### src/verilog/cmp_ctrl_consts.vh
// Register offsets, field positions, reset values and codes for the comparator control block
`ifndef CMP_CTRL_CONSTS_VH
`define CMP_CTRL_CONSTS_VH
// Register byte addresses on the APB
`define OFF_CTRL_A        12'h000
`define OFF_CTRL_B        12'h004
`define OFF_MINUS_SEL     12'h008
`define OFF_PLUS_SEL      12'h00c
`define OFF_RESULT_MIRROR 12'h010
`define OFF_IRQ_FLAG      12'h014
`define OFF_SYS_CTRL      12'h018
`define OFF_STATUS        12'h01c
// Control register A fields
`define CA_ON_BIT         7
`define CA_RESULT_BIT     6
`define CA_INVERT_BIT     4
`define CA_HYST_BIT       1
`define CA_SYNC_BIT       0
// Control register B fields
`define CB_RISE_BIT       1
`define CB_FALL_BIT       0
// System control fields
`define SC_PRESCALE_BIT   0
`define SC_SLEEP_BIT      1
`define SC_TMR_SYSCLK_BIT 2
`define SC_TRIG_SEL_BIT   3
`define SC_RST_SEL_BIT    4
`define SC_SHDN_BIT       5
// Reset values
`define CTRL_A_RST        8'h00
`define CTRL_B_RST        2'h0
`define SEL_RST           3'h0
`define SYS_CTRL_RST      6'h00
// Plus selector codes
`define PSEL_PIN0         3'h0
`define PSEL_PIN1         3'h1
`define PSEL_DAC          3'h5
`define PSEL_REF2         3'h6
`define PSEL_GND          3'h7
// Minus selector codes
`define NSEL_PIN0         3'h0
`define NSEL_PIN1         3'h1
`define NSEL_PIN2         3'h2
`define NSEL_PIN3         3'h3
`define NSEL_REF2         3'h6
`define NSEL_GND          3'h7
// Source enable vector width: pin0..pin3, dac, ref2, gnd
`define SRC_W             7
`define SRC_PIN0          0
`define SRC_DAC           4
`define SRC_REF2          5
`define SRC_GND           6
`endif

### src/verilog/cmp_ctrl.v
// Digital control, output conditioning and edge flagging for one analog comparator
`timescale 1ns/1ns
`include "cmp_ctrl_consts.vh"
//Contract
// - Comparator runs only while on bit set
// - Disabled comparator disconnects all input sources
// - Disabled raw output forced to zero
// - Reported output is raw XOR invert
// - Output readable in control and mirror
// - Internal output registered each instruction cycle
// - Hysteresis bit drives analog hysteresis control
// - Output offered as odd-timer gate source
// - Sync captures on falling timer clock edge
// - Sync uses prescaled timer clock if enabled
// - Sync clear passes output through unlatched
// - Enabled rise/fall edges set interrupt flag
// - Edges judged on polarity-adjusted output
// - Software clears flag; set wins clear
// - Invert or on toggles can raise edges
// - Plus selector decode per code table
// - Minus selector decode per code table
// - Active output suspends waveform gen if enabled
// - Rising output triggers conversion when selected
// - Rising output resets even timer when selected
// - Works in sleep; sync stops on sysclk timer
// - Enabled edge event wakes device from sleep
module cmp_ctrl (
    // APB slave
    input  wire                pclk,
    input  wire                presetn,
    input  wire                psel,
    input  wire                penable,
    input  wire                pwrite,
    input  wire [11:0]         paddr,
    input  wire [31:0]         pwdata,
    output reg  [31:0]         prdata,
    output reg                 pready,
    output reg                 pslverr,
    // Analog core
    input  wire                analog_raw,
    output reg                 analog_on,
    output reg                 hysteresis_on,
    output reg  [`SRC_W-1:0]   plus_src_on,
    output reg  [`SRC_W-1:0]   minus_src_on,
    // Timer clock (pin, asynchronous) and prescaled version
    input  wire                timer_clk_in,
    input  wire                timer_clk_pre_in,
    // Outputs to consumers
    output reg                 gate_out,
    output reg                 pin_out,
    output reg                 conv_trigger,
    output reg                 even_timer_reset,
    output reg                 waveform_shutdown,
    output reg                 cmp_irq_flag,
    output reg                 wake_req
);

    reg        cmp_on_r;
    reg        invert_select_r;
    reg        hyst_r;
    reg        sync_r;
    reg        rise_irq_on_r;
    reg        fall_irq_on_r;
    reg [2:0]  plus_input_sel_r;
    reg [2:0]  minus_input_sel_r;
    reg [5:0]  sys_ctrl_r;
    reg        cmp_result_bit_r;
    reg        result_prev_r;
    reg        flag_r;
    reg [2:0]  raw_sync_r;
    reg [2:0]  tclk_sync_r;
    reg [2:0]  tpre_sync_r;
    reg        raw_stable_r;
    reg        tclk_stable_r;
    reg        sync_hold_r;
    reg [31:0] rdata_nxt;
    reg        slverr_nxt;

    wire wr_acc = psel & penable & pwrite;
    wire rd_setup = psel & ~penable & ~pwrite;
    wire wr_setup = psel & ~penable & pwrite;
    wire flag_clr = wr_acc & (paddr == `OFF_IRQ_FLAG) & pwdata[0];

    // Separate plus and minus selector decodes; off disconnects everything
    function [`SRC_W-1:0] plus_decode;
        input [2:0] sel;
        input       on;
        begin
            plus_decode = {`SRC_W{1'b0}};
            if (on) begin
                case (sel)
                    `PSEL_PIN0: plus_decode[`SRC_PIN0] = 1'b1;
                    `PSEL_PIN1: plus_decode[`SRC_PIN0+1] = 1'b1;
                    `PSEL_DAC:  plus_decode[`SRC_DAC] = 1'b1;
                    `PSEL_REF2: plus_decode[`SRC_REF2] = 1'b1;
                    `PSEL_GND:  plus_decode[`SRC_GND] = 1'b1;
                    default:    plus_decode = {`SRC_W{1'b0}};
                endcase
            end
        end
    endfunction

    function [`SRC_W-1:0] minus_decode;
        input [2:0] sel;
        input       on;
        begin
            minus_decode = {`SRC_W{1'b0}};
            if (on) begin
                case (sel)
                    `NSEL_PIN0: minus_decode[`SRC_PIN0] = 1'b1;
                    `NSEL_PIN1: minus_decode[`SRC_PIN0+1] = 1'b1;
                    `NSEL_PIN2: minus_decode[`SRC_PIN0+2] = 1'b1;
                    `NSEL_PIN3: minus_decode[`SRC_PIN0+3] = 1'b1;
                    `NSEL_REF2: minus_decode[`SRC_REF2] = 1'b1;
                    `NSEL_GND:  minus_decode[`SRC_GND] = 1'b1;
                    default:    minus_decode = {`SRC_W{1'b0}};
                endcase
            end
        end
    endfunction

    // Raw comparison is gated by the on bit before inversion
    wire raw_gated = raw_stable_r & cmp_on_r;
    wire result_now = raw_gated ^ invert_select_r;

    // Timer clock selection: prescaled clock when prescaler is used
    wire use_pre = sys_ctrl_r[`SC_PRESCALE_BIT];
    wire tclk_fall = use_pre ? (tpre_sync_r[2] & ~tpre_sync_r[1])
                             : (tclk_sync_r[2] & ~tclk_sync_r[1]);
    // A system-clock timer halts in sleep, so the synced path freezes
    wire sync_stall = sys_ctrl_r[`SC_SLEEP_BIT] & sys_ctrl_r[`SC_TMR_SYSCLK_BIT];

    wire rise_evt = result_now & ~result_prev_r;
    wire fall_evt = ~result_now & result_prev_r;
    wire irq_evt = (rise_evt & rise_irq_on_r) | (fall_evt & fall_irq_on_r);

    // Input synchronisers; raw and timer clock changes accepted once stages two and three agree (prescaled clock unfiltered)
    always @(posedge pclk or negedge presetn) begin
        if (!presetn) begin
            raw_sync_r    <= 3'h0;
            tclk_sync_r   <= 3'h0;
            tpre_sync_r   <= 3'h0;
            raw_stable_r  <= 1'b0;
            tclk_stable_r <= 1'b0;
        end else begin
            raw_sync_r  <= {raw_sync_r[1:0], analog_raw};
            tclk_sync_r <= {tclk_sync_r[1:0], timer_clk_in};
            tpre_sync_r <= {tpre_sync_r[1:0], timer_clk_pre_in};
            if (raw_sync_r[1] == raw_sync_r[2])
                raw_stable_r <= raw_sync_r[2];
            if (tclk_sync_r[1] == tclk_sync_r[2])
                tclk_stable_r <= tclk_sync_r[2];
        end
    end

    // Control registers and APB slave, zero wait states
    always @(posedge pclk or negedge presetn) begin
        if (!presetn) begin
            cmp_on_r          <= 1'b0;
            invert_select_r   <= 1'b0;
            hyst_r            <= 1'b0;
            sync_r            <= 1'b0;
            rise_irq_on_r     <= 1'b0;
            fall_irq_on_r     <= 1'b0;
            plus_input_sel_r  <= `SEL_RST;
            minus_input_sel_r <= `SEL_RST;
            sys_ctrl_r        <= `SYS_CTRL_RST;
            prdata            <= 32'h0;
            pready            <= 1'b0;
            pslverr           <= 1'b0;
        end else begin
            pready  <= psel & ~penable;
            prdata  <= rd_setup ? rdata_nxt : 32'h0;
            pslverr <= (psel & ~penable) & slverr_nxt;
            if (wr_acc) begin
                case (paddr)
                    `OFF_CTRL_A: begin
                        cmp_on_r        <= pwdata[`CA_ON_BIT];
                        invert_select_r <= pwdata[`CA_INVERT_BIT];
                        hyst_r          <= pwdata[`CA_HYST_BIT];
                        sync_r          <= pwdata[`CA_SYNC_BIT];
                    end
                    `OFF_CTRL_B: begin
                        rise_irq_on_r <= pwdata[`CB_RISE_BIT];
                        fall_irq_on_r <= pwdata[`CB_FALL_BIT];
                    end
                    `OFF_MINUS_SEL: minus_input_sel_r <= pwdata[2:0];
                    `OFF_PLUS_SEL:  plus_input_sel_r  <= pwdata[2:0];
                    `OFF_SYS_CTRL:  sys_ctrl_r        <= pwdata[5:0];
                    default: ;
                endcase
            end
        end
    end

    // Read mux; unmapped addresses answer with an error
    always @* begin
        rdata_nxt  = 32'h0;
        slverr_nxt = 1'b0;
        case (paddr)
            `OFF_CTRL_A: begin
                rdata_nxt[`CA_ON_BIT]     = cmp_on_r;
                rdata_nxt[`CA_RESULT_BIT] = cmp_result_bit_r;
                rdata_nxt[`CA_INVERT_BIT] = invert_select_r;
                rdata_nxt[`CA_HYST_BIT]   = hyst_r;
                rdata_nxt[`CA_SYNC_BIT]   = sync_r;
            end
            `OFF_CTRL_B:        rdata_nxt[1:0] = {rise_irq_on_r, fall_irq_on_r};
            `OFF_MINUS_SEL:     rdata_nxt[2:0] = minus_input_sel_r;
            `OFF_PLUS_SEL:      rdata_nxt[2:0] = plus_input_sel_r;
            `OFF_RESULT_MIRROR: rdata_nxt[0]   = cmp_result_bit_r;
            `OFF_IRQ_FLAG:      rdata_nxt[0]   = flag_r;
            `OFF_SYS_CTRL:      rdata_nxt[5:0] = sys_ctrl_r;
            `OFF_STATUS:        rdata_nxt[1:0] = {tclk_stable_r, raw_stable_r};
            default:            slverr_nxt     = wr_setup | rd_setup;
        endcase
    end

    // Output conditioning, edge detection and consumer outputs
    always @(posedge pclk or negedge presetn) begin
        if (!presetn) begin
            cmp_result_bit_r  <= 1'b0;
            result_prev_r     <= 1'b0;
            flag_r            <= 1'b0;
            sync_hold_r       <= 1'b0;
            cmp_irq_flag      <= 1'b0;
            wake_req          <= 1'b0;
            analog_on         <= 1'b0;
            hysteresis_on     <= 1'b0;
            plus_src_on       <= {`SRC_W{1'b0}};
            minus_src_on      <= {`SRC_W{1'b0}};
            gate_out          <= 1'b0;
            pin_out           <= 1'b0;
            conv_trigger      <= 1'b0;
            even_timer_reset  <= 1'b0;
            waveform_shutdown <= 1'b0;
        end else begin
            cmp_result_bit_r <= result_now;
            result_prev_r    <= result_now;
            // Hardware set has priority over the software clear
            flag_r       <= irq_evt | (flag_r & ~flag_clr);
            cmp_irq_flag <= irq_evt | (flag_r & ~flag_clr);
            wake_req     <= irq_evt;
            analog_on     <= cmp_on_r;
            hysteresis_on <= hyst_r;
            plus_src_on   <= plus_decode(plus_input_sel_r, cmp_on_r);
            minus_src_on  <= minus_decode(minus_input_sel_r, cmp_on_r);
            if (tclk_fall & ~sync_stall)
                sync_hold_r <= result_now;
            // Async mode still costs one flop, since outputs must be registered
            gate_out <= sync_r ? sync_hold_r : result_now;
            pin_out  <= sync_r ? sync_hold_r : result_now;
            conv_trigger      <= rise_evt & sys_ctrl_r[`SC_TRIG_SEL_BIT];
            even_timer_reset  <= rise_evt & sys_ctrl_r[`SC_RST_SEL_BIT];
            waveform_shutdown <= result_now & sys_ctrl_r[`SC_SHDN_BIT];
        end
    end

endmodule // cmp_ctrl

### config.mk
export PLATFORM = sky130hd
export DESIGN_NAME = cmp_ctrl
export DESIGN_NICKNAME = d
export VERILOG_FILES = /design/src/verilog/cmp_ctrl.v
export VERILOG_INCLUDE_DIRS = /design/src /design/src/verilog
export SDC_FILE = /design/constraint.sdc
export NUM_CORES = 1
export LEC_CHECK = 0
export ABC_AREA = 1
export ABC_CLOCK_PERIOD_IN_PS = 2710
export BUFFER_PORTS_ARGS = -buffer_cell sky130_fd_sc_hd__clkbuf_2
export CORE_UTILIZATION = 52
export CTS_CLUSTER_DIAMETER = 50
export DETAILED_ROUTE_END_ITERATION = 8
export HOLD_SLACK_MARGIN = 0.12
export PLACE_DENSITY = 0.85
export SYNTH_ARGS = -nofsm -noshare
export SYNTH_HDL_FRONTEND = slang
export SYNTH_SLANG_ARGS = --single-unit
### constraint.sdc
create_clock -name pclk -period 2.71 [get_ports pclk]
set_input_delay 0.1355 -clock pclk [delete_from_list [all_inputs] [get_ports pclk]]
set_output_delay 0.1355 -clock pclk [all_outputs]
set_load 0.1 [all_outputs]
======== Yosys cells after proc, flatten, opt, wreduce, memory -nomap -nowiden ========
Index checks and enable logic that the tools add are counted.
operators by class
  equality and inequality tests ........... 18
  bitwise gates (word level) .............. 33
  reduce and logical (&&, ||, !) cells .... 9
  mux-type cells .......................... 24
operators with widths
  cell                                                                     count
  12-bit by 5-bit equality test with 1-bit output (second input constant)  4
  12-bit by 4-bit equality test with 1-bit output (second input constant)  2
  1-bit AND                                                                21
  1-bit two-way mux                                                        16
  3-bit equality test (second input constant)                              5
  7-bit two-way mux                                                        2
  12-bit by 3-bit equality test with 1-bit output (second input constant)  1
  12-bit zero test                                                         1
  2-bit AND reduction                                                      5
  8-bit two-way mux                                                        1
  1-bit NOT                                                                8
  1-bit case mux with 8 select lines                                       1
  8-bit OR reduction                                                       1
  3-bit by 1-bit equality test with 1-bit output (second input constant)   2
  3-bit by 2-bit equality test with 1-bit output (second input constant)   2
  3-bit zero test                                                          2
  1-bit case mux with 6 select lines                                       1
  1-bit bitwise OR                                                         3
  1-bit case mux with 3 select lines                                       1
  1-bit equality test                                                      2
  2-bit two-way mux                                                        1
  1-bit case mux with 2 select lines                                       1
  1-bit bitwise XOR                                                        1
storage, ports and cells
  output and inout bits ................... 57
  register bits after elaboration ......... 63
  input port bits ......................... 52

======== Longest topological paths before layout ========
Gate-level depths: netlist (run 1).
  word-level depth ........................ 7
  gate-level depth with buffers ........... 10

======== Worst setup path after synthesis (run 1) ========
Ideal clock, no wire load.
  path type ............................... register to output
  start point ............................. reg pin_out
  end point ............................... out pin_out
  setup slack ............................. 1.251 ns
  arrival ................................. 1.324 ns
  cell stages (with the launch flop) ...... 2
  path through ............................ dfrtp_1 -> buf_4
RTL lines
  item                      line            text
  start: declaration        cmp_ctrl.v:50   output reg pin_out,
  start signal: assignment  cmp_ctrl.v:252  pin_out <= sync_r ? sync_hold_r : result_now;
No word-level cell between the ends.

======== Worst setup path in the final report (run 1) ========
  start point ............................. in penable
  end point ............................... reg cmp_on_r
between the ends
  word-level cells in the longest chain between the ends .. 3
ends and longest elaborated chain
  item                           line            text
  start: declaration             cmp_ctrl.v:32   input wire penable,
  1-bit AND (2 in series)        cmp_ctrl.v:79   wire wr_acc = psel & penable & pwrite;
  2-bit AND reduction (no line)  n/a
  end signal: assignment         cmp_ctrl.v:178  cmp_on_r <= pwdata[`CA_ON_BIT];
  end: declaration               cmp_ctrl.v:58   reg cmp_on_r;
No other way between the ends.
A chain may end at the register's enable or synchronous reset.

==> run_results.csv, run 1 <==
group,metric,value,unit
status,run_status,"finished, final reports clean",
routing,post_drt_wl_per_cell,12.6,µm
worst_setup_path,worstPathBufferInverterCount,3,
sta,hold_violations,0,
power_and_ir_drop,p_comb_share,17.2,%
grt,grt_pass1_wl,8580,µm
power_and_ir_drop,power.switching,0.659,mW
cells_and_area,layout.nets,407,
worst_setup_path,cp_data_required_time,2970,ps
worst_setup_path,cp_num_cells,8,
place,placedCellCount,397,
worst_setup_path,crit_path_cell_trace,"dlygate4sd3_1, clkbuf_2, nand2_1, nor2_1, inv_2, nor2_2, nand2_1, o21ai_1",
cts,ctsRootBufferMaster,"clkbuf_8",
synthesis,synth_cell_types,28,
cells_and_area,number_of_standard_cells_in_the_layout_taps_in_and_fillers_out,426,
routing,remaining_antenna_violation_count,0,
sta,tightest_slew,1140,ps
synthesis,number_of_synthesized_flops_with_an_enable_pin,0,
grt,grt.total_usage,22.0,%
power_and_ir_drop,seq_power_share,44.3,%
synthesis,ys_seq_elements,60,
cts,clkSlewWorstSetupHoldPaths,70,ps
routing,totalWireLength,5350,µm
synthesis,ys_top_cells_by_area,"dfrtp_1, buf_4, nand2_1",
power_and_ir_drop,power.share.clock,38.5,%
worst_setup_path,largest_stage_delay_on_the_critical_path,530,ps
worst_setup_path,worst_setup_path_end_kind,"register",
cells_and_area,area_growth,21.7,%
power_and_ir_drop,ir_drop,0.322,mV
cells_and_area,fill_cells,385,
worst_setup_path,reg2reg_setup_slack,1330,ps
floorplan,ios,109,
synthesis,ys.flop_type,"dfrtp_1",
synthesis,share_of_the_synthesized_area_in_the_top_cell_type,56.4,%
sta,max_freq,0.639,GHz
cts,clock_tree.htree_level_count,3,
floorplan,rows,25,
sta,max-slew-margin-rel,23.9,%
worst_setup_path,arrival,1820,ps
sta,rsz_0062_raised_after_global_routing,"false",
routing,firstDrtPassIters,4,
min_path,tightest_hold_check_type,"in -> reg",
grt,antenna_found_initial,0,
synthesis,synth-async-reset-ratio,100,%
cts,tritoncts,"built",
worst_setup_path,crit_path_frequent_cell,"nand2_1",
grt,first_global_vias,1962,
floorplan,initial_core_util,55.3,%
grt,grt-ovfl-total,0,
power_and_ir_drop,cell_internal_pwr,1.44,mW
synthesis,post_synth.cell_area_avg,9.65,µm²
sta,post-route-period-util,57.8,%
worst_setup_path,crit_family,"buffers and inverters",
cts,cts.path.max_buffers,2,
power_and_ir_drop,switching_share,31.4,%
synthesis,synth_warnings,0,
floorplan,placeable_core_region,4820,µm²
worst_setup_path,worst_setup_path_startpoint,"penable",
cts,tritoncts_num_sinks,60,
worst_setup_path,cp-endpoint,"cmp_on_r$_DFFE_PN0P_",
floorplan,floorplan.die_area,5410,µm²
flow_run,timing.max_cap.violations,0,
worst_setup_path,worstSetupPathType,"in -> reg",
synthesis,synth.yosys.seq_area_share,56.4,%
synthesis,synthesis.instances,276,
routing,via_per_inst,4.86,
worst_setup_path,worst_r2r_path_depth,6,
sta,period_needed,1570,ps
cts,post_cts_resize_count,0,
power_and_ir_drop,total_power_divided_by_cell_area,647,nW/µm²
routing,post-route-drc-count,0,
cells_and_area,antenna_cells,0,
grt,grt_max_degree,48,
cells_and_area,layout-drive-gt1-share,29.0,%
synthesis,netlist_area,2660,µm²
worst_setup_path,cp_slowest_cell,"dlygate4sd3_1",
power_and_ir_drop,static-leakage-power,1.78,nW
worst_setup_path,worst_r2r_startpoint,"cmp_on_r$_DFFE_PN0P_",
sta,setup_tns,0,ps
sta,slew_viol_final,0,
power_and_ir_drop,fin_total_pwr,2.10,mW
routing,num_vias,2069,
sta,worst_clock_skew,6.46,ps
cts,clk_latency,330,ps
worst_setup_path,crit_path_start_kind,"input pin",
routing,iteration_0_drc_markers,157,
cells_and_area,most-common-layout-cells,"dfrtp_1, clkbuf_2, nand2_1",
sta,finalSetupViolCount,0,
place,place.port_buffers,56,
sta,post_route_hold_slack,143,ps
worst_setup_path,critical_path_peak_fanout,8,
place,dp_hpwl,3740,µm
cells_and_area,layout.cells.most_common,"dfrtp_1",
place,place_congestion,0.862,
floorplan,die_height,73.6,µm
synthesis,yosysTopAreaCell,"dfrtp_1",
worst_setup_path,worstReg2RegEnd,"flag_r$_DFF_PN0_",
floorplan,fp.dieW,73.6,µm
cts,cts_buffers,9,
-- sequential cells by signal, summed over array words and instances, names as in the netlist, 3 cells and up --
| register | cells |
|---|---|
| prdata | 8 |
| minus_src_on | 6 |
| sys_ctrl_r | 6 |
| plus_src_on | 5 |
| minus_input_sel_r | 3 |
| plus_input_sel_r | 3 |
| raw_sync_r | 3 |
| tclk_sync_r | 3 |
| tpre_sync_r | 3 |
-- stage by stage --
step	utilization [%]	worst slack, ps	cell area (µm²)
after floorplan	-	1250	2760
after global routing	67.3	1070	3240
after CTS	67.3	1230	3240
final	67.3	1140	3240
after detailed placement	60.4	1340	2910
after global placement	60.4	1370	2910
-- synthesized netlist by cell type (2+ instances only) --
master and n:
dfrtp_1 60, buf_4 28, nand2_1 51, nand3_1 18
a21oi_1 5, nand2_4 2, nor2_2 13, inv_1 25
nor2_1 18, nor4_1 2, nand4_1 2, inv_2 3
nor2_8 2, o21ai_1 15, nor2_4 2, a21oi_2 5
nand2_2 2, o21ai_0 3, nor3_1 10, buf_6 2
-- kinds of logic (layout without fill, tap and decap cells) --
logic type,count (synthesis),after routing,synth area share (%)
AO/OA/AOI/OAI,30,30,6.48
buffers and inverters,59,116,12.9
other,1,27,0.141
adder cells (fa/ha/maj),2,2,0.845
AND/OR/NAND/NOR,123,123,22.9
flip-flops,60,60,56.4
multiplexers,1,1,0.423
-- power by group through the flow --
stage               Sequential [mW]  Combinational (mW)  Clock (mW)
finish                        0.928               0.361       0.807
global route                  0.930               0.378       0.855
CTS                           0.929               0.361       0.819
detailed placement            0.945               0.346           0
global placement              0.944               0.342           0
floorplan                      1.01               0.242           0
-- what timing repair did --
action / 4_1_cts / 5_1_grt
hold buffers: 13 / 0
hold endpoints to repair: 61 / 0
buffers inserted: 0 / 0
-- worst min path at each step --
stage,startpoint,to,cells past startpoint
after detailed placement,timer_clk_pre_in,tpre_sync_r[0]$_DFF_PN0_,1
after CTS,pwdata[0],fall_irq_on_r$_DFFE_PN0P_,3
after global placement,timer_clk_in,tclk_sync_r[0]$_DFF_PN0_,1
after global routing,pwdata[0],fall_irq_on_r$_DFFE_PN0P_,3
final,pwdata[0],fall_irq_on_r$_DFFE_PN0P_,3
after floorplan,presetn,analog_on$_DFF_PN0_,0
-- tightest hold or removal path: cells and delay by family --
| family | cells | cell delay [ps] |
|---|---|---|
| simple gates | 2 | 140 |
| buf+inv | 1 | 160 |
-- layout make-up --
class	instances	area (µm²)	area share (%)
inverters	29	110	3.40
flip-flops and latches	60	1500	46.3
well taps	67	83.8	2.59
clock buffers	12	155	4.79
clock inverters	4	47.5	1.47
multi-input cells	183	917	28.3
repair buffers	71	425	13.1
-- routing by layer --
| metal | GRT usage, % | routed length, µm |
|---|---|---|
| met4 | 12.2 | 165 |
| met1 | 25.1 | 2110 |
| met5 | 0 | 0 |
| met3 | 7.00 | 425 |
| met2 | 36.5 | 2650 |
No activity file was read; power rests on OpenSTA's default activity.
==> run 2: changes to the inputs <==
--- a/config.mk
+++ b/config.mk
@@ -7,13 +7,13 @@
 export NUM_CORES = 1
 export LEC_CHECK = 0
 export ABC_AREA = 1
-export ABC_CLOCK_PERIOD_IN_PS = 2710
+export ABC_CLOCK_PERIOD_IN_PS = 1390
 export BUFFER_PORTS_ARGS = -buffer_cell sky130_fd_sc_hd__clkbuf_2
-export CORE_UTILIZATION = 52
+export CORE_UTILIZATION = 43
 export CTS_CLUSTER_DIAMETER = 50
 export DETAILED_ROUTE_END_ITERATION = 8
 export HOLD_SLACK_MARGIN = 0.12
-export PLACE_DENSITY = 0.85
+export PLACE_DENSITY = 0.75
 export SYNTH_ARGS = -nofsm -noshare
 export SYNTH_HDL_FRONTEND = slang
 export SYNTH_SLANG_ARGS = --single-unit
==> constraint.sdc (replaced) <==
create_clock -name pclk -period 1.39 [get_ports pclk]
set_input_delay 0.0695 -clock pclk [delete_from_list [all_inputs] [get_ports pclk]]
set_output_delay 0.0695 -clock pclk [all_outputs]
set_load 0.1 [all_outputs]
==> run 2 against run 1 <==
Combinational power increased by 100%. Via count down 1.5%. Wire length is 2.2% lower. Utilization decreased by 11 points. Flip-flop and latch count is the same. First-iteration DRC count is 3.2% lower. Clock power up 110%. Largest cell class unchanged.
==> run_results.csv, run 2 (synthesis results as in run 1) <==
group,metric,value,unit
status,run_status,"finished, final reports clean",
worst_setup_path,worst_setup_path_end_kind,"register",
grt,grt_pass1_wl,8590,µm
worst_setup_path,worstReg2RegEnd,"flag_r$_DFF_PN0_",
cts,clkSlewWorstSetupHoldPaths,70,ps
cells_and_area,antenna_cells,0,
routing,sum_of_met2_wire_segment_lengths_after_detailed_routing,2620,µm
floorplan,fp.dieW,80.7,µm
floorplan,die_height,80.7,µm
place,dp_hpwl,3720,µm
cts,tritoncts,"built",
sta,setup_tns,0,ps
worst_setup_path,cp_data_required_time,1610,ps
worst_setup_path,critical_path_peak_fanout,16,
routing,post_drt_wl_per_cell,11.8,µm
place,place_congestion,0.796,
power_and_ir_drop,switching_share,30.4,%
cells_and_area,largest_register_ffs,8,
routing,totalWireLength,5240,µm
worst_setup_path,arrival,1490,ps
cells_and_area,layout.cells.most_common,"dfrtp_1",
worst_setup_path,worstSetupPathType,"in -> reg",
sta,rsz_0062_raised_after_global_routing,"false",
cells_and_area,most-common-layout-cells,"dfrtp_1, clkbuf_2, nand2_1",
floorplan,floorplan.die_area,6510,µm²
min_path,hold_end,"sys_ctrl_r[0]$_DFFE_PN0P_",
routing,met1Wirelength,2150,µm
routing,iteration_0_drc_markers,152,
routing,num_vias,2038,
flow_run,timing.max_cap.violations,0,
routing,via_per_inst,4.59,
min_path,min-delay-start,"psel",
cells_and_area,area_growth,26.4,%
cts,cts_buffers,9,
sta,post-route-period-util,91.8,%
worst_setup_path,worst_setup_path_startpoint,"paddr[7]",
routing,post-route-drc-count,0,
sta,worst_clock_skew,6.94,ps
power_and_ir_drop,p_comb_share,17.1,%
power_and_ir_drop,fin_total_pwr,4.25,mW
power_and_ir_drop,seq_power_share,42.6,%
power_and_ir_drop,cell_internal_pwr,2.95,mW
power_and_ir_drop,total_power_divided_by_cell_area,1260,nW/µm²
cells_and_area,largest_register,"prdata",
grt,grt-ovfl-total,0,
place,placedCellCount,410,
floorplan,placeable_core_region,5960,µm²
place,place.port_buffers,56,
cts,clock_tree.htree_level_count,3,
worst_setup_path,crit_path_start_kind,"input pin",
sta,max-slew-margin-rel,63.6,%
power_and_ir_drop,static-leakage-power,1.83,nW
sta,finalSetupViolCount,0,
routing,top_layer_used,"met4",
grt,grt.total_usage,18.1,%
cts,clk_latency,330,ps
floorplan,ios,109,
cts,ctsRootBufferMaster,"clkbuf_8",
worst_setup_path,worst_r2r_startpoint,"raw_stable_r$_DFFE_PN0N_",
grt,grt_max_degree,61,
routing,firstDrtPassIters,5,
place,dpl_worst_slack,156,ps
grt,first_global_vias,1923,
floorplan,rows,28,
power_and_ir_drop,power.switching,1.29,mW
floorplan,initial_core_util,44.7,%
worst_setup_path,reg2reg_setup_slack,190,ps
cells_and_area,layout.nets,417,
sta,period_needed,1280,ps
routing,remaining_antenna_violation_count,0,
sta,tightest_slew,548,ps
min_path,tightest_hold_check_type,"in -> reg",
cells_and_area,largest_registers,"prdata: 8 flops, minus_src_on: 6 flops, sys_ctrl_r: 6 flops",
sta,setup_slack,113,ps
sta,slew_viol_final,0,
worst_setup_path,worst_r2r_path_depth,6,
min_path,hold-path-cell-count,5,
power_and_ir_drop,power.share.clock,40.3,%
grt,antenna_found_initial,0,
cts,tritoncts_num_sinks,60,
sta,hold_violations,0,
cells_and_area,layout-drive-gt1-share,30.1,%
power_and_ir_drop,ir_drop,0.580,mV
routing,dr_wl_met3,334,µm
cells_and_area,number_of_standard_cells_in_the_layout_taps_in_and_fillers_out,444,
sta,max_freq,0.783,GHz
cts,cts.path.max_buffers,2,
sta,post_route_hold_slack,156,ps
[run 2: changes by cell type in the layout (fill, tap and decap cells not counted), sizes merged]
| cell | before | now |
|---|---|---|
| clkinv | 3 | 4 |
| dlygate4sd3 | 13 | 18 |
| bufinv | 1 | 2 |
| buf | 2 | 7 |
| clkbuf | 68 | 67 |
| clkinvlp | 1 | 0 |
[run 2: final cells by class]
class                   instances  area (µm²)
clock buffers                  11         141
clock inverters                 5        75.1
fillers                       542        2590
inverters                      29         110
multi-input cells             183         917
flip-flops and latches         60        1500
well taps                      75        93.8
repair buffers                 81         526
[run 2: how the worst max path moves through the flow]
| stage | to | slack (ps) | cells after the start |
|---|---|---|---|
| final | pslverr$_DFF_PN0_ | 110 | 8 |
| after global routing | pslverr$_DFF_PN0_ | 3 | 8 |
| after CTS | cmp_irq_flag | 140 | 1 |
| after detailed placement | invert_select_r$_DFFE_PN0P_ | 160 | 8 |
| after global placement | sys_ctrl_r[5]$_DFFE_PN0P_ | 190 | 9 |
| after floorplan | prdata[0]$_DFF_PN0_ | 260 | 6 |
[run 2: through the flow]
stage | util, % | instance area [µm²]
3_5_place_dp | 49.9 | 2970
4_1_cts | 56.5 | 3370
5_1_grt | 56.5 | 3370
6_report | 56.5 | 3370
2_1_floorplan | - | 2760
3_3_place_gp | 49.9 | 2970
[run 2: metal layers]
layer / global-route usage (%) / vias to the layer above
met4: 10.4 / 0
met3: 4.89 / 11
met1: 22.0 / 952
li1: - / 1002
met2: 28.8 / 73
met5: 0 / -
[run 2: timing repair]
item                      4_1_cts  5_1_grt
buffers inserted                0        0
gates resized for setup         0        0
hold buffers                   18        0
hold endpoints to repair       85        0
[run 2: worst max-delay path: stages]
cell           delay (ps)
clkbuf_2               80
nor2_1                130
nand2_1               140
nor2_8                220
nand3_1               100
nand3_1               140
nor3_1                 60
dlygate4sd3_1         550
[run 2: power groups by stage]
stage	Combinational [mW]	Clock (mW)	Sequential, mW
2_1_floorplan	0.472	0	1.97
3_3_place_gp	0.682	0	1.84
3_5_place_dp	0.687	0	1.84
4_1_cts	0.728	1.74	1.81
5_1_grt	0.765	1.83	1.81
6_report	0.726	1.71	1.81
==> run 3: changes to the inputs <==
--- a/config.mk
+++ b/config.mk
@@ -12,6 +12,7 @@
 export CORE_UTILIZATION = 43
 export CTS_CLUSTER_DIAMETER = 50
 export DETAILED_ROUTE_END_ITERATION = 8
+export GPL_TIMING_DRIVEN = 0
 export HOLD_SLACK_MARGIN = 0.12
 export PLACE_DENSITY = 0.75
 export SYNTH_ARGS = -nofsm -noshare
==> run 3 against run 2 <==
Maximum frequency down 3.3%. Sequential share of layout area down 2.1 points. Wire length up 5.0%. Clock power down 13%. Critical path depth down 2. Clock skew about the same. Highest routed layer unchanged. Count of clock-buffer cells in the layout unchanged. Cell count up 5.9%. Global-route usage up 0.36 points. Largest cell class unchanged. Setup slack worse by 43 ps.
==> run_results.csv, run 3 (synthesis results as in run 1) <==
group,metric,value,unit
worst_setup_path,worstReg2RegEnd,"flag_r$_DFF_PN0_",
place,dp_hpwl,3810,µm
power_and_ir_drop,total_power_divided_by_cell_area,1150,nW/µm²
routing,post_drt_wl_per_cell,11.7,µm
floorplan,floorplan.die_area,6510,µm²
routing,post-route-drc-count,0,
cells_and_area,antenna_cells,0,
min_path,hold-path-cell-count,5,
cells_and_area,layout-drive-gt1-share,35.2,%
floorplan,die_height,80.7,µm
worst_setup_path,crit_path_start_kind,"register",
power_and_ir_drop,static-leakage-power,1.96,nW
cts,cts_buffers,9,
min_path,hold_end,"sys_ctrl_r[0]$_DFFE_PN0P_",
power_and_ir_drop,ir_drop,0.585,mV
sta,hold_violations,0,
min_path,tightest_hold_check_type,"in -> reg",
place,placedCellCount,433,
cells_and_area,largest_register_ffs,8,
floorplan,fp.dieW,80.7,µm
worst_setup_path,cp_slowest_cell,"dfrtp_2",
status,run_status,"finished, final reports clean",
routing,num_vias,2132,
cells_and_area,area_growth,32.8,%
floorplan,rows,28,
cells_and_area,fill_cells,533,
grt,grt_max_degree,61,
grt,grt.total_usage,18.4,%
sta,finalSetupViolCount,0,
place,place_congestion,0.830,
grt,grt_pass1_wl,8710,µm
flow_run,timing.max_cap.violations,0,
routing,remaining_antenna_violation_count,0,
routing,firstDrtPassIters,4,
routing,via_per_inst,4.54,
sta,max-slew-margin-rel,47.1,%
grt,antenna_found_initial,0,
routing,iteration_0_drc_markers,135,
worst_setup_path,worst_r2r_startpoint,"cmp_on_r$_DFFE_PN0P_",
cts,ctsRootBufferMaster,"clkbuf_8",
worst_setup_path,worst_r2r_path_depth,6,
sta,slew_viol_final,0,
floorplan,initial_core_util,44.7,%
floorplan,placeable_core_region,5960,µm²
floorplan,ios,109,
worst_setup_path,critical_path_peak_fanout,6,
sta,post-route-period-util,94.9,%
cts,clk_latency,330,ps
worst_setup_path,largest_stage_delay_on_the_critical_path,420,ps
cells_and_area,layout.cells.most_common,"dfrtp_1",
sta,period_needed,1320,ps
sta,max_freq,0.758,GHz
cells_and_area,layout.nets,443,
sta,worst_clock_skew,6.75,ps
cells_and_area,layout.cell_area.non_filler,3540,µm²
worst_setup_path,cp_data_required_time,1670,ps
worst_setup_path,arrival,1590,ps
cells_and_area,number_of_standard_cells_in_the_layout_taps_in_and_fillers_out,470,
cts,tritoncts,"built",
sta,tightest_slew,793,ps
cts,cts.path.max_buffers,2,
grt,first_global_vias,2011,
cts,clkSlewWorstSetupHoldPaths,70,ps
cells_and_area,largest_register,"prdata",
place,place.port_buffers,56,
routing,totalWireLength,5500,µm
cells_and_area,largest_registers,"prdata: 8 flops, minus_src_on: 6 flops, sys_ctrl_r: 6 flops",
cts,clock_tree.htree_level_count,3,
worst_setup_path,crit_path_cell_trace,"nand2_1, nand2_1, nand2_1, or2_4, o21ai_1, a21o_1",
worst_setup_path,worstSetupPathType,"reg -> reg",
worst_setup_path,worst_setup_path_end_kind,"register",
cells_and_area,most-common-layout-cells,"dfrtp_1, clkbuf_2, nand2_1",
min_path,min-delay-start,"penable",
grt,grt-ovfl-total,0,
cts,tritoncts_num_sinks,60,
worst_setup_path,reg2reg_setup_slack,70,ps
worst_setup_path,crit_path_frequent_cell,"nand2_1",
place,place_area,3140,µm²
[run 3: what timing repair did]
action	CTS	global route
hold endpoints to repair	85	0
hold buffers	19	0
setup buffers	0	2
pin swaps	0	0
endpoints found under the setup margin	1	12
gates resized for setup	1	3
[run 3: metrics by stage]
stage | hold WS (ps) | TNS [ps] | util, % | total power, mW | setup WS, ps
2_1_floorplan | -226 | 0 | - | 2.45 | 258
3_3_place_gp | 179 | -174 | 52.7 | 2.57 | -88.3
3_5_place_dp | 179 | 0 | 52.7 | 2.58 | 0.919
4_1_cts | 120 | 0 | 59.0 | 4.11 | 6.52
5_1_grt | 157 | -3.74 | 59.4 | 4.23 | -3.74
6_report | 137 | 0 | 59.4 | 4.08 | 70.5
[run 3: worst max-delay path by stage]
stage | slack [ps] | from | to
after floorplan | 260 | flag_r$_DFF_PN0_ | prdata[0]$_DFF_PN0_
after global placement | -90 | presetn | pin_out$_DFF_PN0_
after detailed placement | 0.9 | cmp_on_r$_DFFE_PN0P_ | flag_r$_DFF_PN0_
after CTS | 7 | psel | minus_input_sel_r[0]$_DFFE_PN0P_
after global routing | -4 | cmp_on_r$_DFFE_PN0P_ | flag_r$_DFF_PN0_
final | 70 | cmp_on_r$_DFFE_PN0P_ | flag_r$_DFF_PN0_
[run 3: final cells by class]
cell class	instances	area, µm²	area share (%)
clock buffers	11	131	3.71
flip-flops and latches	60	1510	42.5
well taps	75	93.8	2.65
plain buffers	30	233	6.58
clock inverters	5	52.6	1.49
inverters	29	110	3.11
repair buffers	77	488	13.8
multi-input cells	183	925	26.1
[run 3: power by group]
part           switching (mW)  internal (mW)
clock network           0.661          0.819
registers              0.0205           1.79
logic                   0.623          0.168
total                    1.30           2.78
[run 3: routing by layer]
metal  vias to the layer above  GRT usage [%]  share of wire [%]
met5                         -              0                  0
met4                         0           12.5                3.3
met3                        19           4.20                6.4
met2                        93           31.7                 51
met1                       964           20.2                 39
li1                       1056              -                  -
[run 3: critical path: cells and delay by family, from the launching register on]
kind	cells	cell delay (ps)
compound gates	2	280
simple gates	4	550
flops	1	420
